`config.mk`:
```
export PLATFORM = sky130hd
export DESIGN_NAME = fpso_top
export DESIGN_NICKNAME = d
export VERILOG_FILES = /design/src/common/fpso_pkg.sv /design/src/rtl/fpso_duty_max.sv /design/src/rtl/fpso_spinup_timer.sv /design/src/rtl/fpso_top.sv
export SDC_FILE = /design/constraint.sdc
export NUM_CORES = 1
export LEC_CHECK = 0
export BUFFER_PORTS_ARGS = -buffer_cell sky130_fd_sc_hd__buf_4
export CAP_MARGIN = 0
export CORE_ASPECT_RATIO = 1.5
export CORE_UTILIZATION = 50
export DETAILED_ROUTE_END_ITERATION = 8
export HOLD_SLACK_MARGIN = 0.1
export PLACE_DENSITY = 0.69
export SLEW_MARGIN = 20
export SYNTH_ARGS = -nofsm -noshare
export SYNTH_HDL_FRONTEND = slang
export SYNTH_SLANG_ARGS = --single-unit
```
`constraint.sdc`:
```
create_clock -name sys_clk -period 11.9 [get_ports sys_clk]
set_input_delay 0 -clock sys_clk [delete_from_list [all_inputs] [get_ports sys_clk]]
set_output_delay 0 -clock sys_clk [all_outputs]
set_load 0.02 [all_outputs]
```
`src/common/fpso_pkg.sv`:
```
// Purpose: shared constants for the first fan output source/override block
// Assumes: 8-bit register port inside the device, 100 MHz system clock
// Notes: spin-up times are kept in milliseconds and scaled in the timer
package fpso_pkg;
  localparam logic [7:0] FPSO_ADDR_BIND = 8'hc8;
  localparam logic [7:0] FPSO_ADDR_OVR = 8'hc9;
  localparam logic [7:0] FPSO_ADDR_SPIN = 8'hca;
  localparam logic [7:0] FPSO_BIND_RESET = 8'h00;
  localparam logic [7:0] FPSO_OVR_RESET = 8'h00;
  localparam logic [7:0] FPSO_SPIN_RESET = 8'h00;
  localparam logic [7:0] FPSO_BIND_MASK = 8'h5f;
  localparam logic [7:0] FPSO_RD_UNMAPPED = 8'h00;
  // source-binding fields
  localparam int FPSO_BIND_ZONE_LSB = 0;
  localparam int FPSO_BIND_CPU_BIT = 4;
  localparam int FPSO_BIND_REG_BIT = 6;
  // override-control fields
  localparam int FPSO_OVR_EN_BIT = 0;
  localparam int FPSO_OVR_INV_BIT = 1;
  localparam int FPSO_OVR_LOCKEN_BIT = 2;
  localparam int FPSO_OVR_LOCK_BIT = 3;
  localparam int FPSO_OVR_CODE_LSB = 4;
  // spin-up fields
  localparam int FPSO_SPIN_CODE_LSB = 0;
  localparam int FPSO_SPIN_MSB_BIT = 4;
  localparam int FPSO_SPIN_LSBS_LSB = 5;
  localparam logic [3:0] FPSO_CODE_ZERO = 4'h0;
  localparam logic [3:0] FPSO_CODE_FULL = 4'hf;
  localparam int FPSO_NUM_ZONES = 4;
  localparam int FPSO_NUM_SRC = 7;
  // timing
  localparam int FPSO_CLK_PERIOD_NS = 10;
  localparam int FPSO_TICK_TIME_MS = 1;
  localparam int FPSO_MS_CYCLES =
    (FPSO_TICK_TIME_MS * 1000000) / FPSO_CLK_PERIOD_NS;
  localparam int FPSO_MS_WIDTH = 15;
  localparam logic [FPSO_MS_WIDTH-1:0] FPSO_SPINUP_MS [16] = '{
    15'h0000, 15'h0064, 15'h00fa, 15'h0190,
    15'h02bc, 15'h03e8, 15'h07d0, 15'h0fa0,
    15'h1770, 15'h1f40, 15'h2710, 15'h2ee0,
    15'h36b0, 15'h3e80, 15'h4650, 15'h4e20
  };
endpackage

```
`src/rtl/fpso_duty_max.sv`:
```
// Purpose: pick the largest duty code among the enabled sources
// Assumes: codes packed four bits per source, source 0 in the low bits
// Notes: purely combinational; a disabled source counts as code zero
`timescale 1ns/1ps
`default_nettype none
module fpso_duty_max
  import fpso_pkg::*;
#(
  parameter int NUM_SRC = FPSO_NUM_SRC
) (
  input wire logic [NUM_SRC*4-1:0] src_codes,
  input wire logic [NUM_SRC-1:0] src_enable,
  output logic [3:0] max_code
);
  logic [3:0] chain [NUM_SRC+1];

  if (NUM_SRC < 1) begin : g_bad
    $error("fpso_duty_max needs at least one source");
  end

  assign chain[0] = FPSO_CODE_ZERO;
  for (genvar i = 0; i < NUM_SRC; i++) begin : g_src
    wire [3:0] cand = src_enable[i] ? src_codes[i*4 +: 4] : FPSO_CODE_ZERO;
    assign chain[i+1] = (cand > chain[i]) ? cand : chain[i];
  end
  assign max_code = chain[NUM_SRC];
endmodule
`default_nettype wire

```
`src/rtl/fpso_spinup_timer.sv`:
```
// Purpose: time one spin-up burst from a 4-bit duration index
// Assumes: start is a single-cycle pulse on sys_clk
// Notes: a start during an active burst is ignored, never restarted
`timescale 1ns/1ps
`default_nettype none
module fpso_spinup_timer
  import fpso_pkg::*;
#(
  parameter int MS_CYCLES = FPSO_MS_CYCLES
) (
  input wire logic sys_clk,
  input wire logic rst_n,
  input wire logic start,
  input wire logic [3:0] dur_idx,
  output logic active
);
  logic [31:0] tick_reg;
  logic [FPSO_MS_WIDTH-1:0] left_reg;
  logic active_reg;
  // the start cycle already drives the spin-up duty, so the burst drops
  // one cycle early and the total stays the programmed time; the shortest
  // nonzero table entry is far above two, so the end point is always met
  localparam int TICK_LAST = (MS_CYCLES > 1) ? MS_CYCLES - 2 : 0;
  localparam logic [FPSO_MS_WIDTH-1:0] LEFT_LAST =
    (MS_CYCLES > 1) ? 15'h0001 : 15'h0002;
  wire tick_wrap = (tick_reg == 32'(MS_CYCLES - 1));
  wire last_cycle = (left_reg == LEFT_LAST) &&
                    (tick_reg == 32'(TICK_LAST));
  wire [FPSO_MS_WIDTH-1:0] load_ms = FPSO_SPINUP_MS[dur_idx];
  wire do_load = start && !active_reg && (load_ms != '0);

  if (MS_CYCLES < 1) begin : g_bad
    $error("fpso_spinup_timer needs MS_CYCLES of at least one");
  end

  always_ff @(posedge sys_clk) begin
    if (!rst_n) begin
      tick_reg <= 32'h0000_0000;
      left_reg <= '0;
      active_reg <= 1'b0;
    end else if (do_load) begin
      tick_reg <= 32'h0000_0000;
      left_reg <= load_ms;
      active_reg <= 1'b1;
    end else if (active_reg) begin
      tick_reg <= tick_wrap ? 32'h0000_0000 : tick_reg + 32'h0000_0001;
      if (tick_wrap) begin
        left_reg <= left_reg - 1'b1;
      end
      if (last_cycle) begin
        active_reg <= 1'b0;
      end
    end
  end
  assign active = active_reg;
endmodule
`default_nettype wire

```
`src/rtl/fpso_top.sv`:
```
// Purpose: duty source binding, override, lock and spin-up for fan output 1
// Assumes: register port and table/ramp codes come from logic on sys_clk;
//   the two hot alerts arrive from pins, active high after the pad
// Notes: duty codes run 0..15, 15 meaning full duty; the output pattern is
//   a simple 15-step compare that stands in for the frequency generator
//
// How it works
// - bits 3:0 of binding register attach zone tables a..d to output one.
// - binding bit 4 makes the processor-hot ramp a duty source.
// - binding bit 6 makes the regulator-hot ramp a duty source.
// - zones request via table codes, hot inputs via ramp codes.
// - several bound sources: output takes the largest requested duty.
// - override bit 0 enables manual duty from the 4-bit override field.
// - override never beats a larger request; output follows the maximum.
// - bit 1 clear: full duty is high; set: full duty is low.
// - with lock enable bit 2 set, bound processor-hot event sets flag bit 3.
// - while the lock flag is set the output runs at full duty, after any spin-up burst it starts.
// - software writes zero to the flag to release lock and resume.
// - the lock flag stays writable under the global configuration lock.
// - override code sits in bits 7:4; all 16 codes go to the output compare unmapped.
// - reading the override field returns the code now driven.
// - during spin-up the override field reads zero.
// - spin-up register bits 3:0 pick spin-up duty; zero disables spin-up.
// - duration msb is bit 4, lower three bits are bits 7:5.
// - duty leaving zero starts spin-up at spin-up duty for set duration.
`timescale 1ns/1ps
`default_nettype none
module fpso_top
  import fpso_pkg::*;
#(
  parameter int MS_CYCLES = FPSO_MS_CYCLES
) (
  input wire logic sys_clk,
  input wire logic rst_n,
  input wire logic [7:0] reg_addr,
  input wire logic reg_wr,
  input wire logic reg_rd,
  input wire logic [7:0] reg_wdata,
  input wire logic cfg_lock_active,
  input wire logic [3:0] zone_code_a,
  input wire logic [3:0] zone_code_b,
  input wire logic [3:0] zone_code_c,
  input wire logic [3:0] zone_code_d,
  input wire logic [3:0] cpu_hot_ramp_code,
  input wire logic [3:0] regulator_hot_ramp_code,
  input wire logic cpu_hot_signal,
  input wire logic regulator_hot_signal,
  output logic [7:0] reg_rdata,
  output logic reg_rvalid,
  output logic [3:0] pwm1_duty_code,
  output logic pwm1_out,
  output logic spinup_active,
  output logic regulator_hot_level
);
  typedef enum logic [2:0] {
    FPSO_RUN = 3'b001,
    FPSO_LOCKED = 3'b010,
    FPSO_SPIN = 3'b100
  } fpso_state_t;

  if (MS_CYCLES < 1) begin : g_bad
    $error("fpso_top needs MS_CYCLES of at least one");
  end

  // control registers
  logic [7:0] bind_reg;
  logic [3:0] ovr_code_reg;
  logic manual_override_en_reg;
  logic output_polarity_invert_reg;
  logic hot_lock_enable_reg;
  logic hot_lock_flag_reg;
  logic [7:0] spin_reg;

  // pin synchronisers: three stages, change accepted once 2 and 3 agree
  logic [2:0] cpu_sync_reg;
  logic [2:0] vrd_sync_reg;
  logic cpu_level_reg;
  logic vrd_level_reg;

  // output side
  logic [3:0] duty_code_reg;
  logic [3:0] pwm_cnt_reg;
  logic pwm_out_reg;
  logic prev_zero_reg;
  logic [7:0] rdata_reg;
  logic rvalid_reg;
  fpso_state_t state_reg;
  fpso_state_t state_next;

  // register field views
  wire zone_table_bind_a = bind_reg[FPSO_BIND_ZONE_LSB];
  wire zone_table_bind_b = bind_reg[FPSO_BIND_ZONE_LSB + 1];
  wire zone_table_bind_c = bind_reg[FPSO_BIND_ZONE_LSB + 2];
  wire zone_table_bind_d = bind_reg[FPSO_BIND_ZONE_LSB + 3];
  wire cpu_hot_bind = bind_reg[FPSO_BIND_CPU_BIT];
  wire regulator_hot_bind = bind_reg[FPSO_BIND_REG_BIT];
  wire [3:0] spinup_duty_code = spin_reg[FPSO_SPIN_CODE_LSB +: 4];
  wire spinup_time_msb = spin_reg[FPSO_SPIN_MSB_BIT];
  wire [2:0] spinup_time_lsbs = spin_reg[FPSO_SPIN_LSBS_LSB +: 3];
  wire [3:0] spinup_dur_idx = {spinup_time_msb, spinup_time_lsbs};

  // register decode
  wire sel_bind = (reg_addr == FPSO_ADDR_BIND);
  wire sel_ovr = (reg_addr == FPSO_ADDR_OVR);
  wire sel_spin = (reg_addr == FPSO_ADDR_SPIN);
  // the global lock freezes settings but not the lock flag
  wire wr_open = reg_wr && !cfg_lock_active;
  wire wr_bind = wr_open && sel_bind;
  wire wr_ovr = wr_open && sel_ovr;
  wire wr_spin = wr_open && sel_spin;
  wire wr_lock_zero = reg_wr && sel_ovr &&
                      !reg_wdata[FPSO_OVR_LOCK_BIT];

  // processor-hot event: rising edge of the filtered level while bound
  wire cpu_level_next = (cpu_sync_reg[1] == cpu_sync_reg[2]) ?
                        cpu_sync_reg[2] : cpu_level_reg;
  wire vrd_level_next = (vrd_sync_reg[1] == vrd_sync_reg[2]) ?
                        vrd_sync_reg[2] : vrd_level_reg;
  wire cpu_hot_event = cpu_level_next && !cpu_level_reg && cpu_hot_bind;
  wire lock_set = cpu_hot_event && hot_lock_enable_reg;
  // set wins over a clearing write landing in the same cycle
  wire lock_next = lock_set ? 1'b1 :
                   (wr_lock_zero ? 1'b0 : hot_lock_flag_reg);

  // duty source selection
  wire [FPSO_NUM_SRC*4-1:0] src_codes = {
    ovr_code_reg,
    regulator_hot_ramp_code,
    cpu_hot_ramp_code,
    zone_code_d,
    zone_code_c,
    zone_code_b,
    zone_code_a
  };
  wire [FPSO_NUM_SRC-1:0] src_enable = {
    manual_override_en_reg,
    regulator_hot_bind,
    cpu_hot_bind,
    zone_table_bind_d,
    zone_table_bind_c,
    zone_table_bind_b,
    zone_table_bind_a
  };
  logic [3:0] max_code;
  // override is just one more candidate, so a larger request still wins
  fpso_duty_max #(
    .NUM_SRC(FPSO_NUM_SRC)
  ) u_max (
    .src_codes(src_codes),
    .src_enable(src_enable),
    .max_code(max_code)
  );

  // lock forces full duty ahead of the maximum
  wire [3:0] normal_code = hot_lock_flag_reg ? FPSO_CODE_FULL :
                           max_code;
  wire normal_zero = (normal_code == FPSO_CODE_ZERO);
  logic spinup_active_w;
  // a zero spin-up code or zero duration leaves the timer idle
  wire spin_start = prev_zero_reg && !normal_zero &&
                    (spinup_duty_code != FPSO_CODE_ZERO) &&
                    (FPSO_SPINUP_MS[spinup_dur_idx] != '0) &&
                    !spinup_active_w;
  fpso_spinup_timer #(
    .MS_CYCLES(MS_CYCLES)
  ) u_spin (
    .sys_clk(sys_clk),
    .rst_n(rst_n),
    .start(spin_start),
    .dur_idx(spinup_dur_idx),
    .active(spinup_active_w)
  );
  wire spinning = spin_start || spinup_active_w;
  wire [3:0] duty_next = spinning ? spinup_duty_code :
                         normal_code;

  // output pattern: code 15 keeps the compare true over the whole period
  wire pwm_wrap = (pwm_cnt_reg == (FPSO_CODE_FULL - 4'h1));
  wire [3:0] pwm_cnt_next = pwm_wrap ? 4'h0 : pwm_cnt_reg + 4'h1;
  wire pwm_raw = (pwm_cnt_reg < duty_code_reg);
  wire pwm_next = pwm_raw ^ output_polarity_invert_reg;

  // read-back mux
  wire [3:0] shown_code = spinup_active_w ? FPSO_CODE_ZERO :
                          duty_code_reg;
  wire [7:0] ovr_view = {
    shown_code,
    hot_lock_flag_reg,
    hot_lock_enable_reg,
    output_polarity_invert_reg,
    manual_override_en_reg
  };
  wire [7:0] rd_mux = sel_bind ? bind_reg :
                      sel_ovr ? ovr_view :
                      sel_spin ? spin_reg : FPSO_RD_UNMAPPED;

  // state summary for observation: spin outranks lock outranks run
  always_comb begin
    case (1'b1)
      spinning: state_next = FPSO_SPIN;
      hot_lock_flag_reg: state_next = FPSO_LOCKED;
      default: state_next = FPSO_RUN;
    endcase
  end

  always_ff @(posedge sys_clk) begin
    if (!rst_n) begin
      bind_reg <= FPSO_BIND_RESET;
      spin_reg <= FPSO_SPIN_RESET;
      ovr_code_reg <= FPSO_OVR_RESET[FPSO_OVR_CODE_LSB +: 4];
      manual_override_en_reg <= FPSO_OVR_RESET[FPSO_OVR_EN_BIT];
      output_polarity_invert_reg <= FPSO_OVR_RESET[FPSO_OVR_INV_BIT];
      hot_lock_enable_reg <= FPSO_OVR_RESET[FPSO_OVR_LOCKEN_BIT];
      hot_lock_flag_reg <= FPSO_OVR_RESET[FPSO_OVR_LOCK_BIT];
    end else begin
      if (wr_bind) begin
        bind_reg <= reg_wdata & FPSO_BIND_MASK;
      end
      if (wr_spin) begin
        spin_reg <= reg_wdata;
      end
      if (wr_ovr) begin
        ovr_code_reg <= reg_wdata[FPSO_OVR_CODE_LSB +: 4];
        manual_override_en_reg <= reg_wdata[FPSO_OVR_EN_BIT];
        output_polarity_invert_reg <= reg_wdata[FPSO_OVR_INV_BIT];
        hot_lock_enable_reg <= reg_wdata[FPSO_OVR_LOCKEN_BIT];
      end
      hot_lock_flag_reg <= lock_next;
    end
  end

  always_ff @(posedge sys_clk) begin
    if (!rst_n) begin
      cpu_sync_reg <= 3'h0;
      vrd_sync_reg <= 3'h0;
      cpu_level_reg <= 1'b0;
      vrd_level_reg <= 1'b0;
    end else begin
      cpu_sync_reg <= {cpu_sync_reg[1:0], cpu_hot_signal};
      vrd_sync_reg <= {vrd_sync_reg[1:0], regulator_hot_signal};
      cpu_level_reg <= cpu_level_next;
      vrd_level_reg <= vrd_level_next;
    end
  end

  always_ff @(posedge sys_clk) begin
    if (!rst_n) begin
      duty_code_reg <= FPSO_CODE_ZERO;
      prev_zero_reg <= 1'b1;
      pwm_cnt_reg <= 4'h0;
      pwm_out_reg <= 1'b0;
      state_reg <= FPSO_RUN;
    end else begin
      duty_code_reg <= duty_next;
      prev_zero_reg <= normal_zero;
      pwm_cnt_reg <= pwm_cnt_next;
      pwm_out_reg <= pwm_next;
      state_reg <= state_next;
    end
  end

  always_ff @(posedge sys_clk) begin
    if (!rst_n) begin
      rdata_reg <= 8'h00;
      rvalid_reg <= 1'b0;
    end else begin
      rvalid_reg <= reg_rd;
      if (reg_rd) begin
        rdata_reg <= rd_mux;
      end
    end
  end

  assign reg_rdata = rdata_reg;
  assign reg_rvalid = rvalid_reg;
  assign pwm1_duty_code = duty_code_reg;
  assign pwm1_out = pwm_out_reg;
  // one-hot state, so the spin state is a flop bit of its own
  assign spinup_active = state_reg[2];
  assign regulator_hot_level = vrd_level_reg;
endmodule
`default_nettype wire

```
# After elaboration in Yosys (flattened, before gate mapping)

Memory sizes are Yosys's and may differ from the RTL's.
Index checks and enable logic that the tools add are counted.
W data, S select, Z words.

Add/subtract/negate cells: 3
Magnitude comparators: 9
Equal/unequal tests: 9
Muxes and demuxes: 34
Bitwise operators: 3
Reductions and logical operators: 31

Operator list:

| cell                    | count |
|---|---|
| $mux W15                | 5 |
| $mux W4                 | 17 |
| $eq A32 B17 Y1 const B  | 2 |
| $add A32 B1 Y32 const B | 1 |
| $mux W32                | 1 |
| $eq A8 B8 Y1 const B    | 3 |
| $gt A4 B4 Y1            | 6 |
| $mux W8                 | 3 |
| $logic_and A1 B1 Y1     | 16 |
| $eq A15 B1 Y1 const B   | 1 |
| $reduce_bool A15 Y1     | 1 |
| $sub A15 B1 Y15 const B | 1 |
| $mux W1                 | 6 |
| $reduce_bool A2 Y1      | 3 |
| $ge A5 B5 Y1 const B    | 1 |
| $logic_not A1 Y1        | 5 |
| $not A4 Y5              | 1 |
| $add A4 B1 Y4 const B   | 1 |
| $eq A4 B4 Y1 const B    | 1 |
| $gt A4 B1 Y1 const B    | 1 |
| $logic_not A4 Y1        | 1 |
| $lt A4 B4 Y1            | 1 |
| $reduce_bool A4 Y1      | 1 |
| $reduce_or A2 Y1        | 2 |
| other kinds (7)         | 8 |

Flip-flop bits (word level): 99
Memory bits (read-only): 240
Input bits: 47
Output and inout bits: 16
Word-level logic and storage cells: 111
Memories kept: 1

Memory list:

| memory           | words | width | rd ports | clocked after memory_dff | wr ports | line                    | source |
|---|---|---|---|---|---|---|---|
| (name not given) | 16    | 15    | 1        | 0                        | 0        | fpso_spinup_timer.sv:29 | `wire [FPSO_MS_WIDTH-1:0] load_ms = FPSO_SPINUP_MS[dur_idx];` |

# Longest topological paths before layout

Gate-level depths: netlist (run 1).

Depth after elaboration: 26
Gate-level depth with buffers: 53
Depth with buffers taken out: 51

# Hierarchy

Synthesis (run 1) repeated with hierarchy kept, for this count alone.

Cells, all modules: 776
Area, all modules: 6442.4 µm²

By module, submodules not included:

| module            | instances | cells each | area an instance (µm²) | sequential area each (µm²) |
|---|---|---|---|---|
| fpso_spinup_timer | 1         | 340        | 2875.3                 | 960.9 |
| fpso_top          | 1         | 242        | 2232.1                 | 1001.0 |
| fpso_duty_max     | 1         | 194        | 1335.0                 | 0.0 |

# Worst setup path before layout (run 1)

No wires, ideal clock.

Path kind: register -> register
From: register bind_reg[1]
To: register u_spin.left_reg[11]
Library setup time: 80 ps
Arrival time: 9597 ps
Data required time: 11820 ps
Slack: 2223 ps
Stages on the path, launching flop included: 51
Period minus slack after synthesis: 9677 ps
Cells stage by stage: dfxtp_1 > buf_4 > nand2_1 > inv_1 > ha_1 > a21boi_2 > o21ai_0 > a32oi_1 > mux2_2 > ha_1 > clkbuf_1 > o2111ai_1 > nand2_1 > o21ai_0 > a211oi_2 > mux2i_1 > inv_1 > ha_1 > (+15 left out) > ha_1 > a21oi_1 > nand2b_1 > and3_1 > o21ai_1 > mux2_2 > ha_1 > o21ai_0 > nand2b_1 > a21oi_1 > a41oi_1 > nor2_1 > a211oi_1 > a21bo_2 > o31ai_4 > buf_6 > a211oi_1 > a211oi_2

Longest elaborated chain between the ends: 24
Elaborated cells between the ends (all ways): 26
Classes of those cells: 6 x order compare; 9 x mux; 11 x reduce/logical

Ends and longest elaborated chain:

| element                             | line                    | source |
|---|---|---|
| start, declared                     | fpso_top.sv:66          | `logic [7:0] bind_reg;` |
| start signal, assigned              | fpso_top.sv:217         | `bind_reg <= reg_wdata & FPSO_BIND_MASK;` |
| $mux W4 *                           | fpso_duty_max.sv:23     | `wire [3:0] cand = src_enable[i] ? src_codes[i*4 +: 4] : FPSO_CODE_ZERO;` |
| $gt A4 B4 Y1                        | fpso_duty_max.sv:24     | `assign chain[i+1] = (cand > chain[i]) ? cand : chain[i];` |
| $mux W4 *                           | fpso_duty_max.sv:24     |  |
| $gt A4 B4 Y1                        | fpso_duty_max.sv:24     |  |
| $mux W4 *                           | fpso_duty_max.sv:24     |  |
| $gt A4 B4 Y1                        | fpso_duty_max.sv:24     |  |
| $mux W4 *                           | fpso_duty_max.sv:24     |  |
| $gt A4 B4 Y1                        | fpso_duty_max.sv:24     |  |
| (+6 left out)                       | -                       |  |
| $logic_not A4 Y1 *                  | fpso_top.sv:157         | `wire normal_zero = (normal_code == FPSO_CODE_ZERO);` |
| $logic_not A1 Y1 *                  | fpso_top.sv:160         | `wire spin_start = prev_zero_reg && !normal_zero &&` |
| $logic_and A1 B1 Y1 * (2 in series) | fpso_top.sv:160         |  |
| $logic_and A1 B1 Y1 *               | fpso_top.sv:161         | `(spinup_duty_code != FPSO_CODE_ZERO) &&` |
| $logic_and A1 B1 Y1 *               | fpso_top.sv:162         | `(FPSO_SPINUP_MS[spinup_dur_idx] != '0) &&` |
| $logic_and A1 B1 Y1 * (2 in series) | fpso_spinup_timer.sv:30 | `wire do_load = start && !active_reg && (load_ms != '0);` |
| $reduce_bool A2 Y1 (no line)        | -                       |  |
| $reduce_and A2 Y1 (no line)         | -                       |  |
| end signal, assigned                | fpso_spinup_timer.sv:43 | `left_reg <= load_ms;` |
| end signal, assigned                | fpso_spinup_timer.sv:48 | `left_reg <= left_reg - 1'b1;` |
| end, declared                       | fpso_spinup_timer.sv:18 | `logic [FPSO_MS_WIDTH-1:0] left_reg;` |

Every way passes the cells marked *; elsewhere a longest branch is shown, timed or not.
A chain may end at the register's enable or synchronous reset.

# Worst setup path after layout (run 1)

From: register bind_reg[0]
To: register u_spin.left_reg[9]

Longest elaborated chain between the ends: 26
Elaborated cells between the ends (all ways): 28
Classes of those cells: 7 x order compare; 10 x mux; 11 x reduce/logical

Ends and longest elaborated chain:

| element                             | line |
|---|---|
| $mux W4 *                           | fpso_duty_max.sv:23 |
| $gt A4 B1 Y1                        | fpso_duty_max.sv:24 |
| $mux W4 *                           | fpso_duty_max.sv:24 |
| $gt A4 B4 Y1                        | fpso_duty_max.sv:24 |
| $mux W4 *                           | fpso_duty_max.sv:24 |
| $gt A4 B4 Y1                        | fpso_duty_max.sv:24 |
| $mux W4 *                           | fpso_duty_max.sv:24 |
| $gt A4 B4 Y1                        | fpso_duty_max.sv:24 |
| (+8 left out)                       | - |
| $logic_not A4 Y1 *                  | fpso_top.sv:157 |
| $logic_not A1 Y1 *                  | fpso_top.sv:160 |
| $logic_and A1 B1 Y1 * (2 in series) | fpso_top.sv:160 |
| $logic_and A1 B1 Y1 *               | fpso_top.sv:161 |
| $logic_and A1 B1 Y1 *               | fpso_top.sv:162 |
| $logic_and A1 B1 Y1 * (2 in series) | fpso_spinup_timer.sv:30 |
| $reduce_bool A2 Y1 (no line)        | - |
| $reduce_and A2 Y1 (no line)         | - |

Marked as above.

==> flow_metrics.tcl, run 1 <==
set metrics [dict create \
    cp_slowest_stage_delay_ns 0.51 \
    cp-end-kind "register" \
    largest_register_ffs 32 \
    report.final.setup_viol 0 \
    synth_seq_cells 98 \
    hold_violations 0 \
    ys.flop_type "dfxtp_1" \
    slowest_stage "a2111oi_0" \
    die_x_um 92.52 \
    r2r-start "bind_reg[0]" \
    die_h_um 137.8 \
    syn_to_final_growth_pct 16.09 \
    place.gp.congestion 0.8536 \
    hold_path_class "in2reg" \
    port_buffers 62 \
    yosysUniqueCellTypes 82 \
    hpwlAfterDp_um 12170 \
    ir_drop_mv 0.06321 \
    tns_ns 0 \
    crit_path_end "u_spin.left_reg[9]" \
    regToRegSetupSlack_ns 0.82 \
    status "complete, no violations" \
    fin_ws_ns 0.8248 \
    fin_skew_ns 0.009770 \
    max-cap-violations 0 \
    wl_per_cell_um 16.41 \
    fin_crit_sh 0.9307 \
    met1Wirelength_um 6206 \
    drc 0 \
    synth_compound_area_frac 0.1841 \
    grt_pass1_wl_um 25590 \
    yosysWarnings 0 \
    cts_buffers 9 \
    fin_crit_ns 11.08 \
    cpMostUsedCell "ha_1" \
    final_common_cell "nor2_1" \
    drive_gt1_frac 0.1330 \
    clock_sinks 98 \
    rsz0062_at_grt "false" \
    grt_max_degree 39 \
    preCtsSetupSlack_ns 0.8552 \
    crit_start "bind_reg[0]" \
    first_global_vias 5604 \
    syn_inst 761 \
    cts_root_buffer "clkbuf_16" \
    placed_area_mm2 0.006684 \
    fill_cells 1063 \
    synth_top_family_by_area "simple AND/OR/NAND/NOR gates" \
    highest_layer "met4" \
    antenna_found_initial 0 \
    synthMuxAreaShare 0.06699 \
    clk_pin_slew_ns 0.07 \
    finalWirelength_um 16080 \
    finalPower_mw 0.6351 \
    worst_setup_path_start_kind "register" \
    final_cell_mix "nor2_1, dfxtp_1, nand2_1, buf_4, a21oi_1" \
    final-seq-area_mm2 0.001964 \
    worst_ep_required_time_ns 12.15 \
    powerDensity_mw_per_mm2 89.04 \
    cts_tree "yes" \
    max_clock_freq_mhz 90.29 \
    ff2ff_path_depth 48 \
    ant_nets 0 \
    synth_xor_area_frac 0.05844 \
    grtUsageTotal 0.2518 \
    drt_iter0_markers 228 \
    fin_area_mm2 0.007133 \
    vias 5750 \
    worstPathArrival_ns 11.33 \
    async_reset_ff_frac 0 \
    gr-total-overflow 0 \
    syn_avg_cell_area_um2 8.074 \
    syn_area_mm2 0.006145 \
    start_util 0.5140 \
    htree_levels 3 \
    multi_input_comb_area_mm2 0.003966 \
    critPathMaxFanout 26 \
    route.met3.wl_um 465 \
    nets 904 \
    core_area_mm2 0.01196 \
    dieArea_mm2 0.01275 \
    synth_edf_count 0 \
    seq_area_frac_synth 0.3193 \
    leakagePower_nw 2.851 \
    dr.pass1.iters 7 \
    wl_met2_um 8801 \
    syn-num-nets 842 \
    clockBufferDepth 2 \
    worstReg2RegEnd "u_spin.left_reg[9]" \
    rows 49 \
    worst-setup-path-type "reg2reg" \
    viasPerCell 5.867 \
    worst_slew_pin_slew_ns 0.9134 \
    io_pins 63 \
    clock_latency_ns 0.35 \
    synth-simple-area-share 0.2639 \
    relSlewSlack 0.3898 \
    n_antenna_cell 0 \
    slew_viol_final 0 \
    synth_adder_area_share 0.06923 \
]
how the worst min path moves through the flow:
stage                          from           endpoint  slack [ns]  cells past startpoint
2_1_floorplan        cpu_hot_signal    cpu_sync_reg[0]        0.13                      1
3_3_place_gp   regulator_hot_signal    vrd_sync_reg[0]        0.21                      2
3_5_place_dp   regulator_hot_signal    vrd_sync_reg[0]        0.21                      2
4_1_cts                 reg_addr[1]       reg_rdata[3]        0.18                      6
5_1_grt                 reg_addr[0]  hot_lock_flag_reg        0.23                      4
6_report                reg_addr[1]       reg_rdata[3]        0.19                      6
layer usage:
layer / GRT usage / up-vias
met3: 0.03918 / 44
met4: 0.1293 / 0
met1: 0.2535 / 2726
met5: 0 / -
li1: - / 2840
met2: 0.4914 / 140
Yosys cell counts, types with 3 or more instances:
library cell | instances | area share
buf_4 | 3 | 0.0037
nor3b_1 | 3 | 0.0037
a21o_1 | 3 | 0.0037
a21oi_1 | 39 | 0.032
and3_1 | 15 | 0.015
o21a_1 | 7 | 0.0086
dfxtp_1 | 98 | 0.32
or3_1 | 5 | 0.0051
a211oi_1 | 13 | 0.016
xnor2_1 | 17 | 0.024
a22oi_1 | 4 | 0.0049
nand2b_1 | 7 | 0.0071
and4_1 | 4 | 0.0057
o21ai_1 | 4 | 0.0033
nor4_1 | 8 | 0.0081
a211o_1 | 3 | 0.0043
nand2_1 | 82 | 0.050
ha_1 | 34 | 0.069
o22ai_1 | 5 | 0.0051
nor2b_1 | 8 | 0.0081
buf_2 | 4 | 0.0033
xor2_1 | 24 | 0.034
o211ai_1 | 4 | 0.0049
and2_1 | 20 | 0.020
a32oi_1 | 3 | 0.0043
nor2_1 | 129 | 0.079
a211oi_2 | 5 | 0.010
inv_1 | 25 | 0.015
nor3_1 | 11 | 0.0090
nand4_1 | 15 | 0.015
a41oi_1 | 5 | 0.0071
clkbuf_1 | 20 | 0.012
nand4b_1 | 3 | 0.0043
a31oi_1 | 10 | 0.010
mux2i_1 | 36 | 0.059
o21ai_0 | 16 | 0.013
nand3_1 | 15 | 0.012
kinds of logic (layout without fill, tap and decap cells):
kind of cell	Yosys count	in the layout
AOI/OAI and AO/OA	155	155
xor gates and xnor gates	41	41
adders and majority gates	34	34
buffers and inverters	56	122
DFF	98	98
muxes	40	40
and+or+nand+nor	337	337
cell type report:
class / instances / share of cell area
sequential: 98 / 0.2754
clock inverter: 5 / 0.005613
inverter: 27 / 0.01421
tap: 153 / 0.02684
timing repair buffer: 80 / 0.08981
multi-input combinational: 607 / 0.5560
clock buffer: 10 / 0.03210
critical path, delay by kind of cell (launching register included):
family	cells	cell delay (ns)
AND/OR/NAND/NOR	12	1.79
buffers and inverters	3	0.54
multiplexers	3	1.19
adder cells (fa/ha/maj)	6	2.07
AO/OA/AOI/OAI	24	4.96
flip-flops	1	0.44
through the flow:
stage | hold WS (ns) | instances | util
after floorplan | 0.1273 | 761 | -
after global placement | 0.2086 | 949 | 0.5591
after detailed placement | 0.2130 | 949 | 0.5591
after CTS | 0.1782 | 980 | 0.5950
after global routing | 0.2348 | 980 | 0.5967
final | 0.1883 | 980 | 0.5967
power by group:
group / internal (mW) / switching, mW / leakage (nW)
registers: 0.330 / 0.00180 / 0.792
logic: 0.0192 / 0.0188 / 1.94
clock network: 0.142 / 0.124 / 0.121
total: 0.491 / 0.144 / 2.85
repair_timing:
| action | 4_1_cts | 5_1_grt |
|---|---|---|
| gates resized for setup | 0 | 5 |
| setup endpoints to repair | 0 | 45 |
| hold buffers | 16 | 0 |
| setup buffers | 0 | 0 |
| hold endpoints to repair | 36 | 0 |
(Power assumes the default switching activity.)
==> inputs of run 2 (changes only) <==
--- a/config.mk
+++ b/config.mk
@@ -8,11 +8,13 @@
 export BUFFER_PORTS_ARGS = -buffer_cell sky130_fd_sc_hd__buf_4
 export CAP_MARGIN = 0
 export CORE_ASPECT_RATIO = 1.5
+export CORE_MARGIN = 3
 export CORE_UTILIZATION = 50
 export DETAILED_ROUTE_END_ITERATION = 8
 export HOLD_SLACK_MARGIN = 0.1
-export PLACE_DENSITY = 0.69
+export PLACE_DENSITY = 0.77
 export SLEW_MARGIN = 20
 export SYNTH_ARGS = -nofsm -noshare
 export SYNTH_HDL_FRONTEND = slang
 export SYNTH_SLANG_ARGS = --single-unit
+export TNS_END_PERCENT = 5
==> run 2 against run 1 <==
Final area about the same. Via count down 2.1%. Sequential cell count unchanged. Count of clock-buffer cells in the layout up 2. Critical path type unchanged. Largest cell class unchanged. Highest routed layer unchanged.
==> flow_metrics.tcl, run 2 (synthesis results as in run 1) <==
set metrics [dict create \
    final_cells 980 \
    grt_max_degree 53 \
    tns_ns 0 \
    worst_slew_pin_slew_ns 0.9632 \
    n_antenna_cell 0 \
    placedCellCount 949 \
    worst_ep_required_time_ns 12.16 \
    final_common_cell "nor2_1" \
    cpMostUsedCell "ha_1" \
    worst-setup-path-type "reg2reg" \
    die_h_um 141.8 \
    cp_slowest_stage_delay_ns 0.54 \
    place.gp.congestion 0.8655 \
    ir_drop_mv 0.05718 \
    die_x_um 96.52 \
    htree_levels 3 \
    viasPerCell 5.742 \
    drc 0 \
    dieArea_mm2 0.01368 \
    ant_nets 0 \
    vias 5627 \
    worstPathArrival_ns 11.11 \
    finalWirelength_um 15110 \
    leakagePower_nw 2.868 \
    cts_tree "yes" \
    clockBufferDepth 2 \
    grt_pass1_wl_um 24910 \
    cts_root_buffer "clkbuf_16" \
    io_pins 63 \
    cp-end-kind "register" \
    clock_sinks 98 \
    hpwlAfterDp_um 11430 \
    grtUsageTotal 0.2264 \
    powerDensity_mw_per_mm2 92.45 \
    drt_iter0_markers 355 \
    drive_gt1_frac 0.1294 \
    nets 903 \
    port_buffers 62 \
    first_global_vias 5476 \
    fin_skew_ns 0.005737 \
    cts_buffers 9 \
    report.final.setup_viol 0 \
    rsz0062_at_grt "false" \
    start_util 0.5113 \
    wl_per_cell_um 15.42 \
    status "complete, no violations" \
    slew_viol_final 0 \
    dr.pass1.iters 6 \
    max_clock_freq_mhz 92.18 \
    max-cap-violations 0 \
    cts_setup_buffers 0 \
    clock_latency_ns 0.34 \
    hold_violations 0 \
    worst_setup_path_start_kind "register" \
    core_area_mm2 0.01202 \
    gr-total-overflow 0 \
    hold_path_class "in2reg" \
    crit_family "compound AO/OA/AOI/OAI gates" \
    fin_crit_ns 10.85 \
    fin_crit_sh 0.9116 \
    syn_to_final_growth_pct 16.11 \
    cp_num_buf_inv 3 \
    final_cell_mix "nor2_1, dfxtp_1, nand2_1, buf_4, a21oi_1" \
    fill_cells 1114 \
    antenna_found_initial 0 \
    rows 49 \
    clk_pin_slew_ns 0.07 \
    critPathMaxFanout 26 \
    largest_register_ffs 32 \
    slowest_stage "a41oi_1" \
    relSlewSlack 0.3565 \
]
## run 2: per-layer routing
layer	vias up	wire length (um)	GRT usage
li1	2828	-	-
met2	156	8305	0.4352
met5	-	0	0
met4	0	489	0.09830
met3	38	508	0.02918
met1	2605	5810	0.2358
## run 2: report_power, final
group          switching, mW  leakage [nW]  total, mW  internal [mW]
Sequential           0.00178         0.792      0.332          0.330
Combinational         0.0182          1.93     0.0374         0.0192
Clock                  0.121         0.143      0.290          0.169
## run 2: stage by stage
stage | setup WS [ns] | power, mW | utilization | instance area [um2] | hold WS, ns
after floorplan | 2.223 | 0.3546 | - | 6145 | 0.1273
after global placement | 1.340 | 0.3723 | 0.5562 | 6684 | 0.2087
after detailed placement | 1.013 | 0.3726 | 0.5562 | 6684 | 0.2141
after CTS | 1.008 | 0.6640 | 0.5935 | 7132 | 0.1090
after global routing | 0.1283 | 0.6790 | 0.5937 | 7134 | 0.1910
final | 1.052 | 0.6596 | 0.5937 | 7134 | 0.1188
## run 2: path summary, 6_finish.rpt
path	from	to	slack (ns)	cells past startpoint
max reg2reg	bind_reg[0]	u_spin.left_reg[5]	1.05	47
min	reg_addr[4]	hot_lock_flag_reg	0.12	5
min reg2reg	cpu_sync_reg[0]	cpu_sync_reg[1]	0.44	1
max	bind_reg[0]	u_spin.left_reg[5]	1.05	47
## run 2: cell type report
cell class / count / area (um2) / area share
Multi-Input combinational cell: 607 / 3949 / 0.5535
Sequential cell: 98 / 1964 / 0.2753
Timing Repair Buffer: 79 / 630.6 / 0.08839
Clock buffer: 12 / 246.5 / 0.03455
Tap cell: 153 / 191.4 / 0.02683
Inverter: 27 / 101.3 / 0.01421
Clock inverter: 4 / 51.30 / 0.007190
## run 2: repair_timing
item | 4_1_cts | 5_1_grt
gates resized for setup | 0 | 2
endpoints found under the setup margin | 0 | 2
hold buffers | 15 | 0
hold endpoints to repair | 39 | 0
## run 2: worst min-delay path: stages
cell and delay [ns]:
buf_4 0.07, nor3_1 0.05, nand2_1 0.09, o311ai_0 0.15
nand2_1 0.07
==> inputs of run 3 (changes only) <==
--- a/config.mk
+++ b/config.mk
@@ -7,14 +7,17 @@
 export LEC_CHECK = 0
 export BUFFER_PORTS_ARGS = -buffer_cell sky130_fd_sc_hd__buf_4
 export CAP_MARGIN = 0
+export CELL_PAD_IN_SITES_DETAIL_PLACEMENT = 0
+export CELL_PAD_IN_SITES_GLOBAL_PLACEMENT = 1
 export CORE_ASPECT_RATIO = 1.5
 export CORE_MARGIN = 3
-export CORE_UTILIZATION = 50
+export CORE_UTILIZATION = 45
 export DETAILED_ROUTE_END_ITERATION = 8
 export HOLD_SLACK_MARGIN = 0.1
-export PLACE_DENSITY = 0.77
+export PLACE_DENSITY = 0.88
 export SLEW_MARGIN = 20
 export SYNTH_ARGS = -nofsm -noshare
 export SYNTH_HDL_FRONTEND = slang
+export SYNTH_HIERARCHICAL = 1
 export SYNTH_SLANG_ARGS = --single-unit
 export TNS_END_PERCENT = 5
==> run 3 against run 2 <==
Synthesized area increased by 4.8%. Non-clock buffer count unchanged. Clock skew increased by 0.0022 ns. Fmax decreased by 0.60%. Combinational power decreased by 3%. Power increased by 2.7%. Largest cell class unchanged.
==> flow_metrics.tcl, run 3 <==
set metrics [dict create \
    grt_max_degree 36 \
    hp-start "reg_wr" \
    hold_end "hot_lock_flag_reg" \
    tns_ns 0 \
    clock_sinks 98 \
    final_cell_mix "dfxtp_1, nor2_1, nand2_1, buf_4" \
    hold_violations 0 \
    drt_iter0_markers 379 \
    worst_setup_path_start_kind "register" \
    finalWirelength_um 16930 \
    slowest_stage "o21a_1" \
    syn_to_final_growth_pct 16.95 \
    crit_start "bind_reg[1]" \
    synth_edf_count 0 \
    worst_ep_required_time_ns 12.11 \
    drc 0 \
    wl_per_cell_um 16.39 \
    core_area_mm2 0.01373 \
    syn_avg_cell_area_um2 8.302 \
    die_x_um 103.7 \
    clockBufferDepth 2 \
    cpMostUsedCell "ha_1" \
    grtUsageTotal 0.2144 \
    yosysUniqueCellTypes 86 \
    fin_crit_ns 10.91 \
    io_pins 63 \
    crit_cells 52 \
    die_h_um 152.5 \
    crit_family "compound AO/OA/AOI/OAI gates" \
    antenna_found_initial 0 \
    cp-end-kind "register" \
    htree_levels 3 \
    rows 52 \
    r2r-start "bind_reg[1]" \
    hpwlAfterDp_um 13240 \
    cp_slowest_stage_delay_ns 0.46 \
    gr-total-overflow 0 \
    synth.area.top_cells "dfxtp_1, ha_1, nor2_1" \
    fin_hold_ws_ns 0.1026 \
    rsz0062_at_grt "false" \
    cts_root_buffer "clkbuf_16" \
    fin_skew_ns 0.007979 \
    start_util 0.4693 \
    clock_latency_ns 0.35 \
    syn_area_mm2 0.006442 \
    ant_nets 0 \
    final_common_cell "dfxtp_1" \
    drive_gt1_frac 0.1469 \
    final_util 0.5489 \
    n_antenna_cell 0 \
    synth_top_area_share 0.3045 \
    regToRegSetupSlack_ns 0.99 \
    nets 926 \
    synth_most_common_cell "dfxtp_1" \
    grt_pass1_wl_um 28350 \
    max-cap-violations 0 \
    place.gp.congestion 0.8648 \
    dr.pass1.iters 5 \
    relSlewSlack 0.3354 \
    hold_path_class "in2reg" \
    holdPathStages 4 \
    ir_drop_mv 0.07113 \
    cts_tree "yes" \
    powerDensity_mw_per_mm2 89.91 \
    report.final.setup_viol 0 \
    slew_viol_final 0 \
    syn-num-nets 863 \
    fin_crit_sh 0.9171 \
    dieArea_mm2 0.01582 \
    cts_buffers 9 \
    worst-setup-path-type "reg2reg" \
    synth_seq_cells 98 \
    first_global_vias 6068 \
    worst_slew_pin_slew_ns 0.9907 \
    cp_num_buf_inv 3 \
    largest_register_ffs 32 \
    max_clock_freq_mhz 91.63 \
    vias 5971 \
    worstPathArrival_ns 11.13 \
    syn_inst 776 \
    async_reset_ff_frac 0 \
    fill_cells 1276 \
    viasPerCell 5.780 \
    ys.flop_type "dfxtp_1" \
    worstReg2RegEnd "u_spin/left_reg[8]" \
    yosys-top-cells-count "dfxtp_1, nor2_1, nand2_1" \
    leakagePower_nw 3.040 \
    port_buffers 62 \
    status "complete, no violations" \
    seq_area_frac_synth 0.3045 \
    synth_area_leader_cell "dfxtp_1" \
    ff2ff_path_depth 52 \
    clk_pin_slew_ns 0.07 \
    critPathMaxFanout 14 \
    yosysWarnings 6 \
]
run 3: changes by cell type after synthesis, moves of 6 or more:
cell / previous run / this run
nand4_1: 15 / 22
o21ai_0: 16 / 34
nand3_1: 15 / 29
inv_1: 25 / 37
nand2_1: 82 / 66
nor2_1: 129 / 92
xnor2_1: 17 / 10
nor2b_1: 8 / 16
ha_1: 34 / 40
run 3: routing by layer:
layer	wire length (um)	global-route usage	vias to the layer above
li1	-	-	2948
met5	0	0	-
met1	6438	0.2206	2830
met2	9276	0.4217	154
met3	654	0.02840	39
met4	561	0.1001	0
run 3: logic make-up (layout without fill, tap and decap cells):
group                      count (synthesis)  in the layout  synth area share
and+or+nand+nor                          341            341            0.2913
AOI/OAI and AO/OA                        157            157            0.1690
adders and majority gates                 42             42           0.08079
muxes                                     37             37           0.06021
buffers and inverters                     65            133           0.04408
xor gates and xnor gates                  36             36           0.05011
DFF                                       98             98            0.3045
run 3: worst max path at each step:
stage | end | slack (ns)
after floorplan | u_spin/left_reg[11] | 2.27
after global placement | u_spin/tick_reg[21] | 0.99
after detailed placement | u_spin/tick_reg[2] | 0.55
after CTS | u_spin/tick_reg[2] | 0.52
after global routing | u_spin/tick_reg[20] | 0.02
final | u_spin/left_reg[8] | 0.99
run 3: worst min-delay path: cells and delay by family:
kind	cells	cell delay [ns]
compound gates	1	0.16
buf+inv	2	0.15
simple gates	1	0.12
run 3: timing repair:
item,CTS,global route
gates resized for setup,0,7
setup endpoints to repair,0,40
setup buffers,0,0
hold buffers,14,0
endpoints found under the hold margin,47,0
run 3: final cells by class:
class	count	area (um2)	share of cell area
well taps	189	236.5	0.03138
clock buffers	9	225.2	0.02989
repair buffers	79	628.1	0.08336
multi-input cells	613	4242	0.5629
flip-flops and latches	98	1964	0.2607
inverters	38	142.6	0.01893
clock inverters	7	96.34	0.01279
run 3: report_power, final:
| group | total, mW | internal [mW] | switching, mW | leakage, nW |
|---|---|---|---|---|
| logic | 0.0363 | 0.0185 | 0.0178 | 2.09 |
| registers | 0.332 | 0.330 | 0.00172 | 0.792 |
| clock network | 0.310 | 0.170 | 0.140 | 0.154 |
run 3: metrics by stage:
| stage | instances | power, mW | area, um2 | setup slack [ns] |
|---|---|---|---|---|
| 3_5_place_dp | 1003 | 0.3716 | 7032 | 0.5475 |
| 6_report | 1033 | 0.6774 | 7535 | 0.9860 |
| 4_1_cts | 1033 | 0.6816 | 7493 | 0.5181 |
| 3_3_place_gp | 1003 | 0.3705 | 7032 | 0.9925 |
| 2_1_floorplan | 776 | 0.3531 | 6442 | 2.269 |
| 5_1_grt | 1033 | 0.6993 | 7535 | 0.01915 |
